--- src/shared/ctp_pkg.sv ---
// constants, field layouts and carrier types of the compact timer
// assumes one system clock that doubles as the timer clock
package ctp_pkg;

  // ************************************************************
  // widths
  // ************************************************************
  localparam int CNT_W  = 10;
  localparam int AW     = 3;
  localparam int DW     = 16;
  localparam int CTRL_W = 12;
  localparam int LEN_W  = 11;

  // ************************************************************
  // register offsets (word index on the plain register port)
  // ************************************************************
  localparam logic [AW-1:0] ADDR_CTRL   = 3'h0;
  localparam logic [AW-1:0] ADDR_CMPA   = 3'h1;
  localparam logic [AW-1:0] ADDR_COUNT  = 3'h2;
  localparam logic [AW-1:0] ADDR_STATUS = 3'h3;

  // ************************************************************
  // status bit positions, reset values, counting constants
  // ************************************************************
  localparam int STAT_A_POS = 0;
  localparam int STAT_P_POS = 1;

  localparam logic [CNT_W-1:0] CMPA_RST = 10'h000;
  localparam logic [CNT_W-1:0] CNT_ZERO = 10'h000;
  localparam logic [CNT_W-1:0] CNT_ONE  = 10'h001;
  localparam logic [CNT_W-1:0] CNT_MAX  = 10'h3FF;
  localparam logic [6:0]       PRD_LOW  = 7'h00;
  localparam logic [LEN_W-1:0] LEN_FULL = 11'h400;

  // ************************************************************
  // modes and output-function codes
  // ************************************************************
  typedef enum logic [1:0] {
    CTP_MODE_CMP = 2'b00,
    CTP_MODE_UND = 2'b01,
    CTP_MODE_PWM = 2'b10,
    CTP_MODE_TMR = 2'b11
  } ctp_mode_e;

  localparam logic [1:0] IO_HOLD   = 2'b00;
  localparam logic [1:0] IO_LOW    = 2'b01;
  localparam logic [1:0] IO_HIGH   = 2'b10;
  localparam logic [1:0] IO_TOGGLE = 2'b11;
  localparam logic [1:0] PWM_OFF   = 2'b00;
  localparam logic [1:0] PWM_ON    = 2'b01;
  localparam logic [1:0] PWM_WAVE  = 2'b10;

  // ************************************************************
  // carriers
  // ************************************************************
  // control word, bit 11 down to bit 0, as seen at ADDR_CTRL
  typedef struct packed {
    logic        clear_select;
    logic        duplex_select;
    logic        output_polarity;
    logic        output_control;
    logic [1:0]  output_function;
    ctp_mode_e   mode_select;
    logic [2:0]  period_value;
    logic        timer_enable;
  } ctp_ctrl_s;

  localparam ctp_ctrl_s CTRL_RST = '{default: '0, mode_select: CTP_MODE_CMP};

  typedef struct packed {
    logic [AW-1:0] addr;
    logic [DW-1:0] wdata;
    logic          wr;
    logic          rd;
  } ctp_bus_s;

endpackage

--- src/hdl/ctp_cmp.sv ---
// one equality comparator of the timer against a reference count
// assumes the caller hands in the counter's next value
`timescale 1ns/1ps
module ctp_cmp #(
  parameter int W = 10
) (
  input  wire logic [W-1:0] cnt_next,   // counter value about to be reached
  input  wire logic [W-1:0] ref_val,    // reference count
  input  wire logic         zero_ok,    // a zero reference may match (at wrap)
  output logic              hit         // match pulse
);

  assign hit = (cnt_next == ref_val) && ((ref_val != '0) || zero_ok);

endmodule // ctp_cmp

--- src/hdl/ctp_pin.sv ---
// output pin logic: compare actions, pwm levels, polarity, enable
// assumes match events and pwm level come from the timer core
`timescale 1ns/1ps
module ctp_pin (
  input  wire logic      clk,          // system clock
  input  wire logic      rst_n,        // synchronous reset, active low
  input  ctp_pkg::ctp_ctrl_s ctrl,     // control word
  input  wire logic      en_rise,      // enable just rose
  input  wire logic      a_evt,        // compare-A flag generated
  input  wire logic      pwm_active,   // pwm waveform in active phase
  output logic           pin_out,      // pin level
  output logic           pin_oe        // pin driven
);
  import ctp_pkg::*;

  typedef struct packed {
    logic lvl;
    logic out;
    logic oe;
  } ctp_pin_s;

  ctp_pin_s s_ff;
  ctp_pin_s nxt_s;
  logic     act;

  always_comb begin
    nxt_s = s_ff;
    act   = 1'b0;
    if (en_rise) begin
      nxt_s.lvl = ctrl.output_control;
    end else if (a_evt && ctrl.mode_select == CTP_MODE_CMP) begin
      case (ctrl.output_function)
        IO_LOW:    nxt_s.lvl = 1'b0;
        IO_HIGH:   nxt_s.lvl = 1'b1;
        IO_TOGGLE: nxt_s.lvl = ~s_ff.lvl;
        default:   nxt_s.lvl = s_ff.lvl;
      endcase
    end
    case (ctrl.output_function)
      PWM_OFF:  act = 1'b0;
      PWM_ON:   act = 1'b1;
      PWM_WAVE: act = pwm_active;
      default:  act = 1'b0;
    endcase
    case (ctrl.mode_select)
      CTP_MODE_CMP: begin
        nxt_s.out = nxt_s.lvl ^ ctrl.output_polarity;
        nxt_s.oe  = 1'b1;
      end
      CTP_MODE_PWM: begin
        // polarity applied after the active-level choice
        nxt_s.out = (act ? ctrl.output_control : ~ctrl.output_control)
                    ^ ctrl.output_polarity;
        nxt_s.oe  = 1'b1;
      end
      default: begin
        nxt_s.out = 1'b0;
        nxt_s.oe  = 1'b0;
      end
    endcase
  end

  always_ff @(posedge clk) begin
    if (!rst_n) begin
      s_ff <= '0;
    end else begin
      s_ff <= nxt_s;
    end
  end

  assign pin_out = s_ff.out;
  assign pin_oe  = s_ff.oe;

endmodule // ctp_pin

--- src/hdl/ctp_timer.sv ---
// compact 10-bit timer with compare, timer/counter and pwm modes
// assumes a register master on the plain port and one 100 MHz clock
//
// Overview of operation
// - mode code 00 selects compare output
// - clear-select low: period match clears, zero wraps
// - clear-select low: raise both match flags
// - clear-select high: compare-A clears, no period flag
// - compare-A zero: wrap at 3FF, no flag
// - pin changes only on compare-A flag or enable rise
// - compare-A match drives high, low or toggles
// - function codes: hold, low, high, toggle
// - enable rise loads pin initial level
// - mode 11 counts like compare, pin unused
// - mode 10 generates fixed-period variable-duty pwm
// - pwm ignores clear-select, uses duplex-select
// - duplex low: period value sets period
// - duplex high: compare-A sets period
// - duty not below period gives full duty
// - pwm raises both flags on matches
// - function field enables wave or forces level
// - pwm codes: inactive, active, wave; polarity
// - forced levels keep counting and flags running
// - polarity bit inverts pin level
// - period value compares counter bits 9..7
//
// Local design decisions: the plain strobed port and the address map.
`timescale 1ns/1ps
module ctp_timer (
  input  wire logic               CLK_SYS,     // system clock, 100 MHz
  input  wire logic               RST_N,       // synchronous reset, active low
  input  ctp_pkg::ctp_bus_s       BUS_REQ,     // address, data, strobes
  output logic [ctp_pkg::DW-1:0]  RD_DATA,     // read data, cycle after strobe
  output logic                    TMR_OUT,     // timer output pin level
  output logic                    TMR_OUT_EN,  // timer output pin driven
  output logic                    FLAG_A,      // compare-A match request
  output logic                    FLAG_P       // period match request
);
  import ctp_pkg::*;

  // ************************************************************
  // state
  // ************************************************************
  typedef struct packed {
    ctp_ctrl_s         ctrl;
    logic [CNT_W-1:0]  cmpa;
    logic [CNT_W-1:0]  cnt;
    logic              en_prev;
    logic              flag_a;
    logic              flag_p;
    logic [DW-1:0]     rdata;
  } ctp_core_s;

  localparam ctp_core_s CORE_RST = '{
    ctrl:    CTRL_RST,
    cmpa:    CMPA_RST,
    cnt:     CNT_ZERO,
    en_prev: 1'b0,
    flag_a:  1'b0,
    flag_p:  1'b0,
    rdata:   '0
  };

  ctp_core_s         s_ff;
  ctp_core_s         nxt_s;

  logic              en_rise;
  logic              counting;
  logic              pwm_mode;
  logic              cmp_like;
  logic [CNT_W-1:0]  cnt_inc;
  logic [CNT_W-1:0]  prd_ref;
  logic              a_hit;
  logic              p_hit;
  logic              a_evt;
  logic              p_evt;
  logic              clr_cnt;
  logic [LEN_W-1:0]  prd_len;
  logic [LEN_W-1:0]  cmpa_len;
  logic [LEN_W-1:0]  period_len;
  logic [LEN_W-1:0]  duty_len;
  logic              pwm_active;
  logic              clr_a;
  logic              clr_p;

  // ************************************************************
  // comparators
  // ************************************************************
  assign en_rise  = s_ff.ctrl.timer_enable & ~s_ff.en_prev;
  assign counting = s_ff.ctrl.timer_enable & s_ff.en_prev;
  assign pwm_mode = (s_ff.ctrl.mode_select == CTP_MODE_PWM);
  // mode 01 is undefined: it counts like compare mode with the pin idle
  assign cmp_like = ~pwm_mode;
  assign cnt_inc  = s_ff.cnt + CNT_ONE;
  // period value sits on the top three counter bits only
  assign prd_ref  = {s_ff.ctrl.period_value, PRD_LOW};

  // a zero compare-A value never flags outside pwm (overflow instead)
  ctp_cmp #(
    .W (CNT_W)
  ) u_cmp_a (
    .cnt_next (cnt_inc),
    .ref_val  (s_ff.cmpa),
    .zero_ok  (pwm_mode),
    .hit      (a_hit)
  );

  // a zero period value matches at the wrap, i.e. 1024 clocks
  ctp_cmp #(
    .W (CNT_W)
  ) u_cmp_p (
    .cnt_next (cnt_inc),
    .ref_val  (prd_ref),
    .zero_ok  (1'b1),
    .hit      (p_hit)
  );

  // ************************************************************
  // clear and flag selection
  // ************************************************************
  always_comb begin
    a_evt   = 1'b0;
    p_evt   = 1'b0;
    clr_cnt = 1'b0;
    if (counting) begin
      if (pwm_mode) begin
        a_evt   = a_hit;
        p_evt   = p_hit;
        // clear-select is not looked at here
        clr_cnt = s_ff.ctrl.duplex_select ? a_hit : p_hit;
      end else if (s_ff.ctrl.clear_select) begin
        a_evt   = a_hit;
        clr_cnt = a_hit;
      end else begin
        a_evt   = a_hit;
        p_evt   = p_hit;
        clr_cnt = p_hit;
      end
    end
  end

  // ************************************************************
  // pwm duty and period
  // ************************************************************
  assign prd_len  = (s_ff.ctrl.period_value == 3'h0) ? LEN_FULL : {1'b0, prd_ref};
  assign cmpa_len = (s_ff.cmpa == CNT_ZERO) ? LEN_FULL : {1'b0, s_ff.cmpa};

  always_comb begin
    if (s_ff.ctrl.duplex_select) begin
      period_len = cmpa_len;
      duty_len   = prd_len;
    end else begin
      period_len = prd_len;
      duty_len   = {1'b0, s_ff.cmpa};
    end
  end

  // counter never passes period-1, so duty >= period stays active
  assign pwm_active = ({1'b0, s_ff.cnt} < duty_len);

  // ************************************************************
  // register port and next state
  // ************************************************************
  assign clr_a = BUS_REQ.wr && (BUS_REQ.addr == ADDR_STATUS) && BUS_REQ.wdata[STAT_A_POS];
  assign clr_p = BUS_REQ.wr && (BUS_REQ.addr == ADDR_STATUS) && BUS_REQ.wdata[STAT_P_POS];

  always_comb begin
    nxt_s         = s_ff;
    nxt_s.en_prev = s_ff.ctrl.timer_enable;
    nxt_s.rdata   = '0;

    if (BUS_REQ.wr) begin
      if (BUS_REQ.addr == ADDR_CTRL) begin
        nxt_s.ctrl = ctp_ctrl_s'(BUS_REQ.wdata[CTRL_W-1:0]);
      end else if (BUS_REQ.addr == ADDR_CMPA) begin
        nxt_s.cmpa = BUS_REQ.wdata[CNT_W-1:0];
      end
    end

    if (BUS_REQ.rd) begin
      if (BUS_REQ.addr == ADDR_CTRL) begin
        nxt_s.rdata = {{(DW-CTRL_W){1'b0}}, s_ff.ctrl};
      end else if (BUS_REQ.addr == ADDR_CMPA) begin
        nxt_s.rdata = {{(DW-CNT_W){1'b0}}, s_ff.cmpa};
      end else if (BUS_REQ.addr == ADDR_COUNT) begin
        nxt_s.rdata = {{(DW-CNT_W){1'b0}}, s_ff.cnt};
      end else if (BUS_REQ.addr == ADDR_STATUS) begin
        nxt_s.rdata = {{(DW-2){1'b0}}, s_ff.flag_p, s_ff.flag_a};
      end else begin
        nxt_s.rdata = '0;
      end
    end

    // counter holds its value while disabled
    if (en_rise) begin
      nxt_s.cnt = CNT_ZERO;
    end else if (counting) begin
      nxt_s.cnt = clr_cnt ? CNT_ZERO : cnt_inc;
    end

    // a match in the clearing cycle is kept: set beats clear
    nxt_s.flag_a = a_evt | (s_ff.flag_a & ~clr_a);
    nxt_s.flag_p = p_evt | (s_ff.flag_p & ~clr_p);
  end

  always_ff @(posedge CLK_SYS) begin
    if (!RST_N) begin
      s_ff <= CORE_RST;
    end else begin
      s_ff <= nxt_s;
    end
  end

  // ************************************************************
  // output pin
  // ************************************************************
  ctp_pin u_pin (
    .clk        (CLK_SYS),
    .rst_n      (RST_N),
    .ctrl       (s_ff.ctrl),
    .en_rise    (en_rise),
    .a_evt      (a_evt),
    .pwm_active (pwm_active),
    .pin_out    (TMR_OUT),
    .pin_oe     (TMR_OUT_EN)
  );

  assign RD_DATA = s_ff.rdata;
  assign FLAG_A  = s_ff.flag_a;
  assign FLAG_P  = s_ff.flag_p;
endmodule // ctp_timer

--- config.mk ---
export PLATFORM = sky130hd
export DESIGN_NAME = ctp_timer
export DESIGN_NICKNAME = d
export VERILOG_FILES = /design/src/shared/ctp_pkg.sv /design/src/hdl/ctp_cmp.sv /design/src/hdl/ctp_pin.sv /design/src/hdl/ctp_timer.sv
export SDC_FILE = /design/constraint.sdc
export NUM_CORES = 1
export LEC_CHECK = 0
export ABC_AREA = 1
export ABC_CLOCK_PERIOD_IN_PS = 4400
export CAP_MARGIN = 20
export CORE_MARGIN = 5
export CORE_UTILIZATION = 33
export DETAILED_ROUTE_END_ITERATION = 16
export DONT_BUFFER_PORTS = 1
export PLACE_DENSITY = 0.52
export SLEW_MARGIN = 20
export SYNTH_ARGS = -nofsm -noshare
export SYNTH_HDL_FRONTEND = slang
export SYNTH_SLANG_ARGS = --single-unit
--- constraint.sdc ---
create_clock -name CLK_SYS -period 4.4 [get_ports CLK_SYS]
set_input_delay 0.44 -clock CLK_SYS [delete_from_list [all_inputs] [get_ports CLK_SYS]]
set_output_delay 0.44 -clock CLK_SYS [all_outputs]
set_load 0.005 [all_outputs]
Word-level counts from Yosys, hierarchy flattened
Cells that the tools add are included.
{"block": "classes", "mux": 21, "bitwise_logic": 16, "eq_ne": 9, "order_cmp": 1, "add_sub_neg": 1, "reduce_logical": 15}
{"cell": "$mux W10", "count": 3}
{"cell": "$mux W11", "count": 2}
{"cell": "$eq A10 B10 Y1", "count": 2}
{"cell": "$mux W12", "count": 1}
{"cell": "$lt A10 B11 Y1", "count": 1}
{"cell": "$mux W1", "count": 11}
{"cell": "$add A10 B1 Y10 const B", "count": 1}
{"cell": "$reduce_bool A10 Y1", "count": 1}
{"cell": "$not A1 Y1", "count": 8}
{"cell": "$eq A2 B2 Y1 const B", "count": 3}
{"cell": "$eq A3 B2 Y1 const B", "count": 2}
{"cell": "$logic_not A3 Y1", "count": 2}
{"cell": "$logic_and A1 B1 Y1", "count": 5}
{"cell": "$reduce_or A5 Y1", "count": 1}
{"cell": "$and A1 B1 Y1", "count": 4}
{"cell": "$pmux W2 S2", "count": 1}
{"cell": "$reduce_and A2 Y1", "count": 2}
{"cell": "$eq A3 B1 Y1 const B", "count": 1}
{"cell": "$pmux W1 S3", "count": 1}
{"cell": "$reduce_and A3 Y1", "count": 1}
{"cell": "$eq A2 B1 Y1 const B", "count": 1}
{"cell": "$logic_not A2 Y1", "count": 1}
{"cell": "$mux W2", "count": 1}
{"cell": "$or A1 B1 Y1", "count": 2}
{"cell": "4 further kinds", "count": 5}
{"block": "word_totals", "in_bits": 23, "ff_bits": 54, "output_inout_bits": 20, "wordCells": 81}

Depth between registers and ports, before layout
{"block": "logic_depth", "depth_word": 9, "mapped_depth": 20, "depth_no_buf": 20}

Hierarchy
A second synthesis with hierarchy kept.
{"block": "hier_totals", "cells_unflattened": 494, "hier_area_um2": 3154.3}
{"module": "ctp_timer", "cells_each": 350, "area_per_inst_um2": 2493.6, "seq_area_each_um2": 940.9, "instances": 1}
{"module": "ctp_cmp", "cells_each": 51, "area_per_inst_um2": 211.5, "seq_area_each_um2": 0.0, "instances": 2}
{"module": "ctp_pin", "cells_each": 42, "area_per_inst_um2": 237.7, "seq_area_each_um2": 60.1, "instances": 1}

Worst setup path after synthesis
OpenSTA, ideal clock, no wires.
{"block": "synth_path", "path_type": "reg2reg", "from": "reg s_ff[19] (netlist bit)", "to": "reg u_pin.s_ff, in the netlist u_pin.pin_out", "period_less_slack_ns": 2.022, "stages_incl_launch_ff": 19, "n_path_buf": 0, "arrival_ns": 1.907, "required_time_ns": 4.285, "setup_slack_ns": 2.378, "cell_sequence": "dfxtp_1 ha_1 nand2_1 nor2_2 nand2_1 nand2_1 nand2_1 nand2_1 nand2_2 nor2_4 nand2_2 nor2_4 nand3_2 nand2_2 nand3_2 nand2_2 nand2_2 a21oi_1 nor2_1"}
{"block": "synth_between", "elab_chain_len": 9}
{"item": "from (decl)", "line": "ctp_timer.sv:64", "source": "ctp_core_s s_ff;"}
{"item": "from (signal assigned)", "line": "ctp_timer.sv:210", "source": "s_ff <= nxt_s;"}
{"item": "$add A10 B1 Y10", "line": "ctp_timer.sv:94", "source": "assign cnt_inc = s_ff.cnt + CNT_ONE;"}
{"item": "$eq A10 B10 Y1", "line": "ctp_cmp.sv:13", "source": "assign hit = (cnt_next == ref_val) && ((ref_val != '0) || zero_ok);"}
{"item": "$logic_and A1 B1 Y1", "line": "ctp_cmp.sv:13"}
{"item": "$mux W1", "line": "ctp_timer.sv:125", "source": "if (counting) begin"}
{"item": "$logic_and A1 B1 Y1", "line": "ctp_pin.sv:31", "source": "end else if (a_evt && ctrl.mode_select == CTP_MODE_CMP) begin"}
{"item": "$mux W1", "line": "ctp_pin.sv:31"}
{"item": "$mux W1", "line": "ctp_pin.sv:29", "source": "if (en_rise) begin"}
{"item": "$xor A1 B1 Y1", "line": "ctp_pin.sv:47", "source": "nxt_s.out = nxt_s.lvl ^ ctrl.output_polarity;"}
{"item": "$pmux W2 S2 *", "line": "ctp_pin.sv:45", "source": "case (ctrl.mode_select)"}
{"item": "to (signal assigned)", "line": "ctp_pin.sv:67", "source": "s_ff <= nxt_s;"}
{"item": "to (decl)", "line": "ctp_pin.sv:22", "source": "ctp_pin_s s_ff;"}
Mark *: on every way between the ends. The rest lies on a longest branch, timed or not.
A chain may end at the register's enable or synchronous reset.

Worst setup path in the final report
{"block": "layout_path", "from": "reg s_ff[19] (netlist bit)", "to": "reg s_ff[23] (netlist bit)"}
{"block": "layout_between", "elab_chain_len": 7}
{"item": "$add A10 B1 Y10 *", "line": "ctp_timer.sv:94"}
{"item": "$eq A10 B10 Y1", "line": "ctp_cmp.sv:13"}
{"item": "$logic_and A1 B1 Y1", "line": "ctp_cmp.sv:13"}
{"item": "$mux W1, on equally long branches", "line": "ctp_timer.sv:131, ctp_timer.sv:130"}
{"item": "$mux W1", "line": "ctp_timer.sv:126", "source": "if (pwm_mode) begin"}
{"item": "$mux W1", "line": "ctp_timer.sv:125"}
{"item": "$mux W10 *", "line": "ctp_timer.sv:198", "source": "nxt_s.cnt = clr_cnt ? CNT_ZERO : cnt_inc;"}
Marks and branches as above.

==> impl_metrics.csv <==
group,metric,value,unit
status,status,"finished clean",
drt,detail_route.vias_per_cell,5.02,
global_routing,grt_use_met1,0.204,
clocking,cts_max_level,2,
pwr,ir_worst_vdd,157,uV
worst_setup_path,critPathCapture,"s_ff[23]$_SDFFE_PP0P_",
timing,fin_crit_sh,0.593,
floorplan,die_h,104,um
yosys,synthDistinctLibCells,34,
worst_setup_path,worstRegToRegCells,16,
hold_path,hold_path_class,"primary input to flip-flop",
clocking,cts_hold_buf,0,
timing,hold_violations,0,
worst_setup_path,slowest_delay,0.53,ns
finish,nNetsFinal,445,
worst_setup_path,end_kind,"flip-flop",
finish,final_cell_mix,"nand2_1, dfxtp_1, a21oi_1, inv_1, nor2_1",
drt,post-route-drc-count,0,
clocking,numCtsBuffers,5,
worst_setup_path,rr_endpoint,"s_ff[23]$_SDFFE_PP0P_",
timing,setup_viol,0,
timing,final_max_slew_viol_count,0,
global_routing,grt-ovfl-total,0,
yosys,synth_cells,425,
clocking,insertion_delay,0.30,ns
timing,rsz0062_at_grt,"false",
drt,postRouteAntennaNets,0,
floorplan,initial_core_util,0.337,
floorplan,die_width,104,um
global_routing,top_usage_layer,"met2",
placement,gp_congestion,0.853,
timing,worst_slew_pin_slew,0.706,ns
finish,post-route-util,0.349,
global_routing,grt_max_degree,25,
drt,first_pass_iters,5,
floorplan,dieArea,0.0109,mm^2
worst_setup_path,slowest_stage,"dfxtp_1",
worst_setup_path,rrSetupSlack,1.79,ns
floorplan,rows,34,
floorplan,io_pins,43,
yosys,syn_area,0.00294,mm^2
worst_setup_path,r2r-start,"s_ff[19]$_SDFFE_PP0P_",
timing,min_period,2.61,ns
global_routing,gr-usage-met2,0.216,
pwr,power,0.874,mW
clocking,cts-resized-gates,0,
global_routing,grt_pass1_vias,2457,
placement,portBuffers,0,
worst_setup_path,required,4.59,ns
worst_setup_path,critPathMaxFanout,10,
clocking,postCtsSetupBuffers,0,
global_routing,grtUsageMet3,0.0354,
yosys,yosysWarnings,0,
worst_setup_path,cp-startpoint,"s_ff[19]$_SDFFE_PP0P_",
worst_setup_path,critPathKind,"flip-flop to flip-flop",
finish,fin_cells,517,
clocking,cts_tree,"built",
global_routing,grt.total_usage,0.145,
worst_setup_path,crit_arrival,2.80,ns
finish,fillerInstances,958,
yosys,postSynthAreaPerCell,6.92,um^2
yosys,async_reset_ff_frac,0,
worst_setup_path,crit_top_cell,"nand2_1",
yosys,synth_enable_flop_cells,0,
clocking,clk_path_buf_depth,2,
clocking,cts_root_buffer,"clkbuf_8",
floorplan,core_area,0.00872,mm^2
drt,routed_wl,7920,um
timing,slew_headroom,0.528,
pwr,power.density,287,mW/mm^2
finish,antenna_cells,0,
placement,dp.cells,510,
clocking,cts.clk_slew.worst_paths,0.09,ns
worst_setup_path,critPathLaunchType,"flip-flop",
run,max-cap-violations,0,
drt,drt_iter0_drc,140,
drt,vias,2595,
yosys,synth-seq-cells,50,
worst_setup_path,crit_chain,"ha_1 -> nand2_1 -> nor2_2 -> nand2_1 -> nand2_1 -> inv_2 -> nor2_1 -> nand4_1 -> nor2_1 -> nand3_1 -> o21ai_1 -> nand2_1 -> o21ai_2 -> nand2_2 -> nand3_1 -> a21oi_1",
clocking,cts_sinks,50,
finish,syn2layout_area_growth,3.49,%
yosys,ys.flop_type,"dfxtp_1",
placement,detailed_place_hpwl,6220,um
timing,fin_skew,0.00538,ns
timing,fmax,383,MHz
global_routing,antenna_found_initial,0,
pwr,leakage,1.14,nW
global_routing,grt_pass1_wl,12700,um
finish,final_common_cell,"nand2_1",
yosys,ys_seq_area_frac,0.341,
timing,final.setup.tns,0,ns
finish,drive_above_1_share,0.0880,
drt,routedWlPerCell,15.3,um
==> worst min path at each step <==
stage                            from                      end  slack, ns  cells past startpoint
2_1_floorplan   s_ff[43]$_SDFFE_PN0P_  u_pin.pin_oe$_SDFF_PN0_       0.43                      1
3_3_place_gp   nxt_s[18]$_SDFFE_PN0P_      s_ff[18]$_SDFF_PN0_       0.46                      2
3_5_place_dp   nxt_s[18]$_SDFFE_PN0P_      s_ff[18]$_SDFF_PN0_       0.47                      2
4_1_cts                         RST_N      s_ff[18]$_SDFF_PN0_       0.23                      2
5_1_grt                         RST_N      s_ff[18]$_SDFF_PN0_       0.23                      2
6_report                        RST_N      s_ff[18]$_SDFF_PN0_       0.24                      2
==> worst max-delay path: cells and delay by family (launching register included) <==
kind,cells,cell delay (ns)
flip-flops,1,0.53
adder cells (fa/ha/maj),1,0.29
AND/OR/NAND/NOR,11,1.32
buffers and inverters,1,0.05
AO/OA/AOI/OAI,3,0.31
==> routing by layer <==
| layer | part of all wire | vias to the layer above |
|---|---|---|
| met5 | 0 | - |
| met4 | 0.015 | 0 |
| met3 | 0.056 | 6 |
| met2 | 0.43 | 58 |
| met1 | 0.50 | 1182 |
| li1 | - | 1349 |
==> layout make-up <==
class | instances | area, um^2 | share of cell area
Sequential cell | 50 | 1000 | 0.329
Multi-Input combinational cell | 304 | 1610 | 0.529
Inverter | 47 | 176 | 0.0580
Tap cell | 108 | 135 | 0.0444
Clock buffer | 6 | 82.6 | 0.0271
Clock inverter | 1 | 30.0 | 0.00987
Timing Repair Buffer | 1 | 7.51 | 0.00247
==> per-stage QoR <==
| stage | cell area, um^2 | setup WS, ns | hold WS [ns] |
|---|---|---|---|
| 3_3_place_gp | 2930 | 1.87 | 0.455 |
| 3_5_place_dp | 2930 | 1.82 | 0.466 |
| 2_1_floorplan | 2950 | 2.38 | 0.429 |
| 5_1_grt | 3040 | 1.58 | 0.229 |
| 6_report | 3040 | 1.79 | 0.241 |
| 4_1_cts | 3040 | 1.80 | 0.230 |
==> kinds of logic (layout without fill, tap and decap cells) <==
kind of cell,count (synthesis),in the layout,share of synthesized area
adder cells (fa/ha/maj),13,13,0.0553
buffers and inverters,74,55,0.116
AO/OA/AOI/OAI,93,93,0.181
XOR/XNOR,5,5,0.0149
AND/OR/NAND/NOR,189,189,0.292
other,1,4,0.00128
flip-flops,50,50,0.341
==> report_power, final <==
part | internal, mW | switching, mW | leakage (nW)
clock network | 0.182 | 0.151 | 0.0573
logic | 0.0225 | 0.0475 | 0.682
registers | 0.462 | 0.00906 | 0.405
total | 0.666 | 0.208 | 1.14
==> Yosys cell counts (3+ instances only) <==
cell type | count | share of area
buf_4 | 16 | 0.041
nand4_1 | 5 | 0.011
nand2_1 | 98 | 0.13
a21oi_1 | 41 | 0.070
clkinv_1 | 4 | 0.0051
nor2_4 | 4 | 0.015
a211oi_1 | 7 | 0.018
a221oi_1 | 7 | 0.021
inv_2 | 3 | 0.0038
xor2_1 | 4 | 0.012
o21ai_0 | 29 | 0.049
nand3_1 | 26 | 0.044
nand2_2 | 13 | 0.028
nand3_2 | 3 | 0.010
clkbuf_1 | 8 | 0.010
dfxtp_1 | 50 | 0.34
inv_1 | 40 | 0.051
ha_1 | 13 | 0.055
nor2_1 | 33 | 0.042
==> flip-flops by register name, indices dropped and copies added, names as in the netlist <==
signal,flops
nxt_s,1
u_pin.pin_out,1
u_pin.pin_oe,1
FLAG_P,1
s_ff,29
FLAG_A,1
RD_DATA,12
u_pin.s_ff,1
prd_ref,3
(Power assumes the default switching activity.)
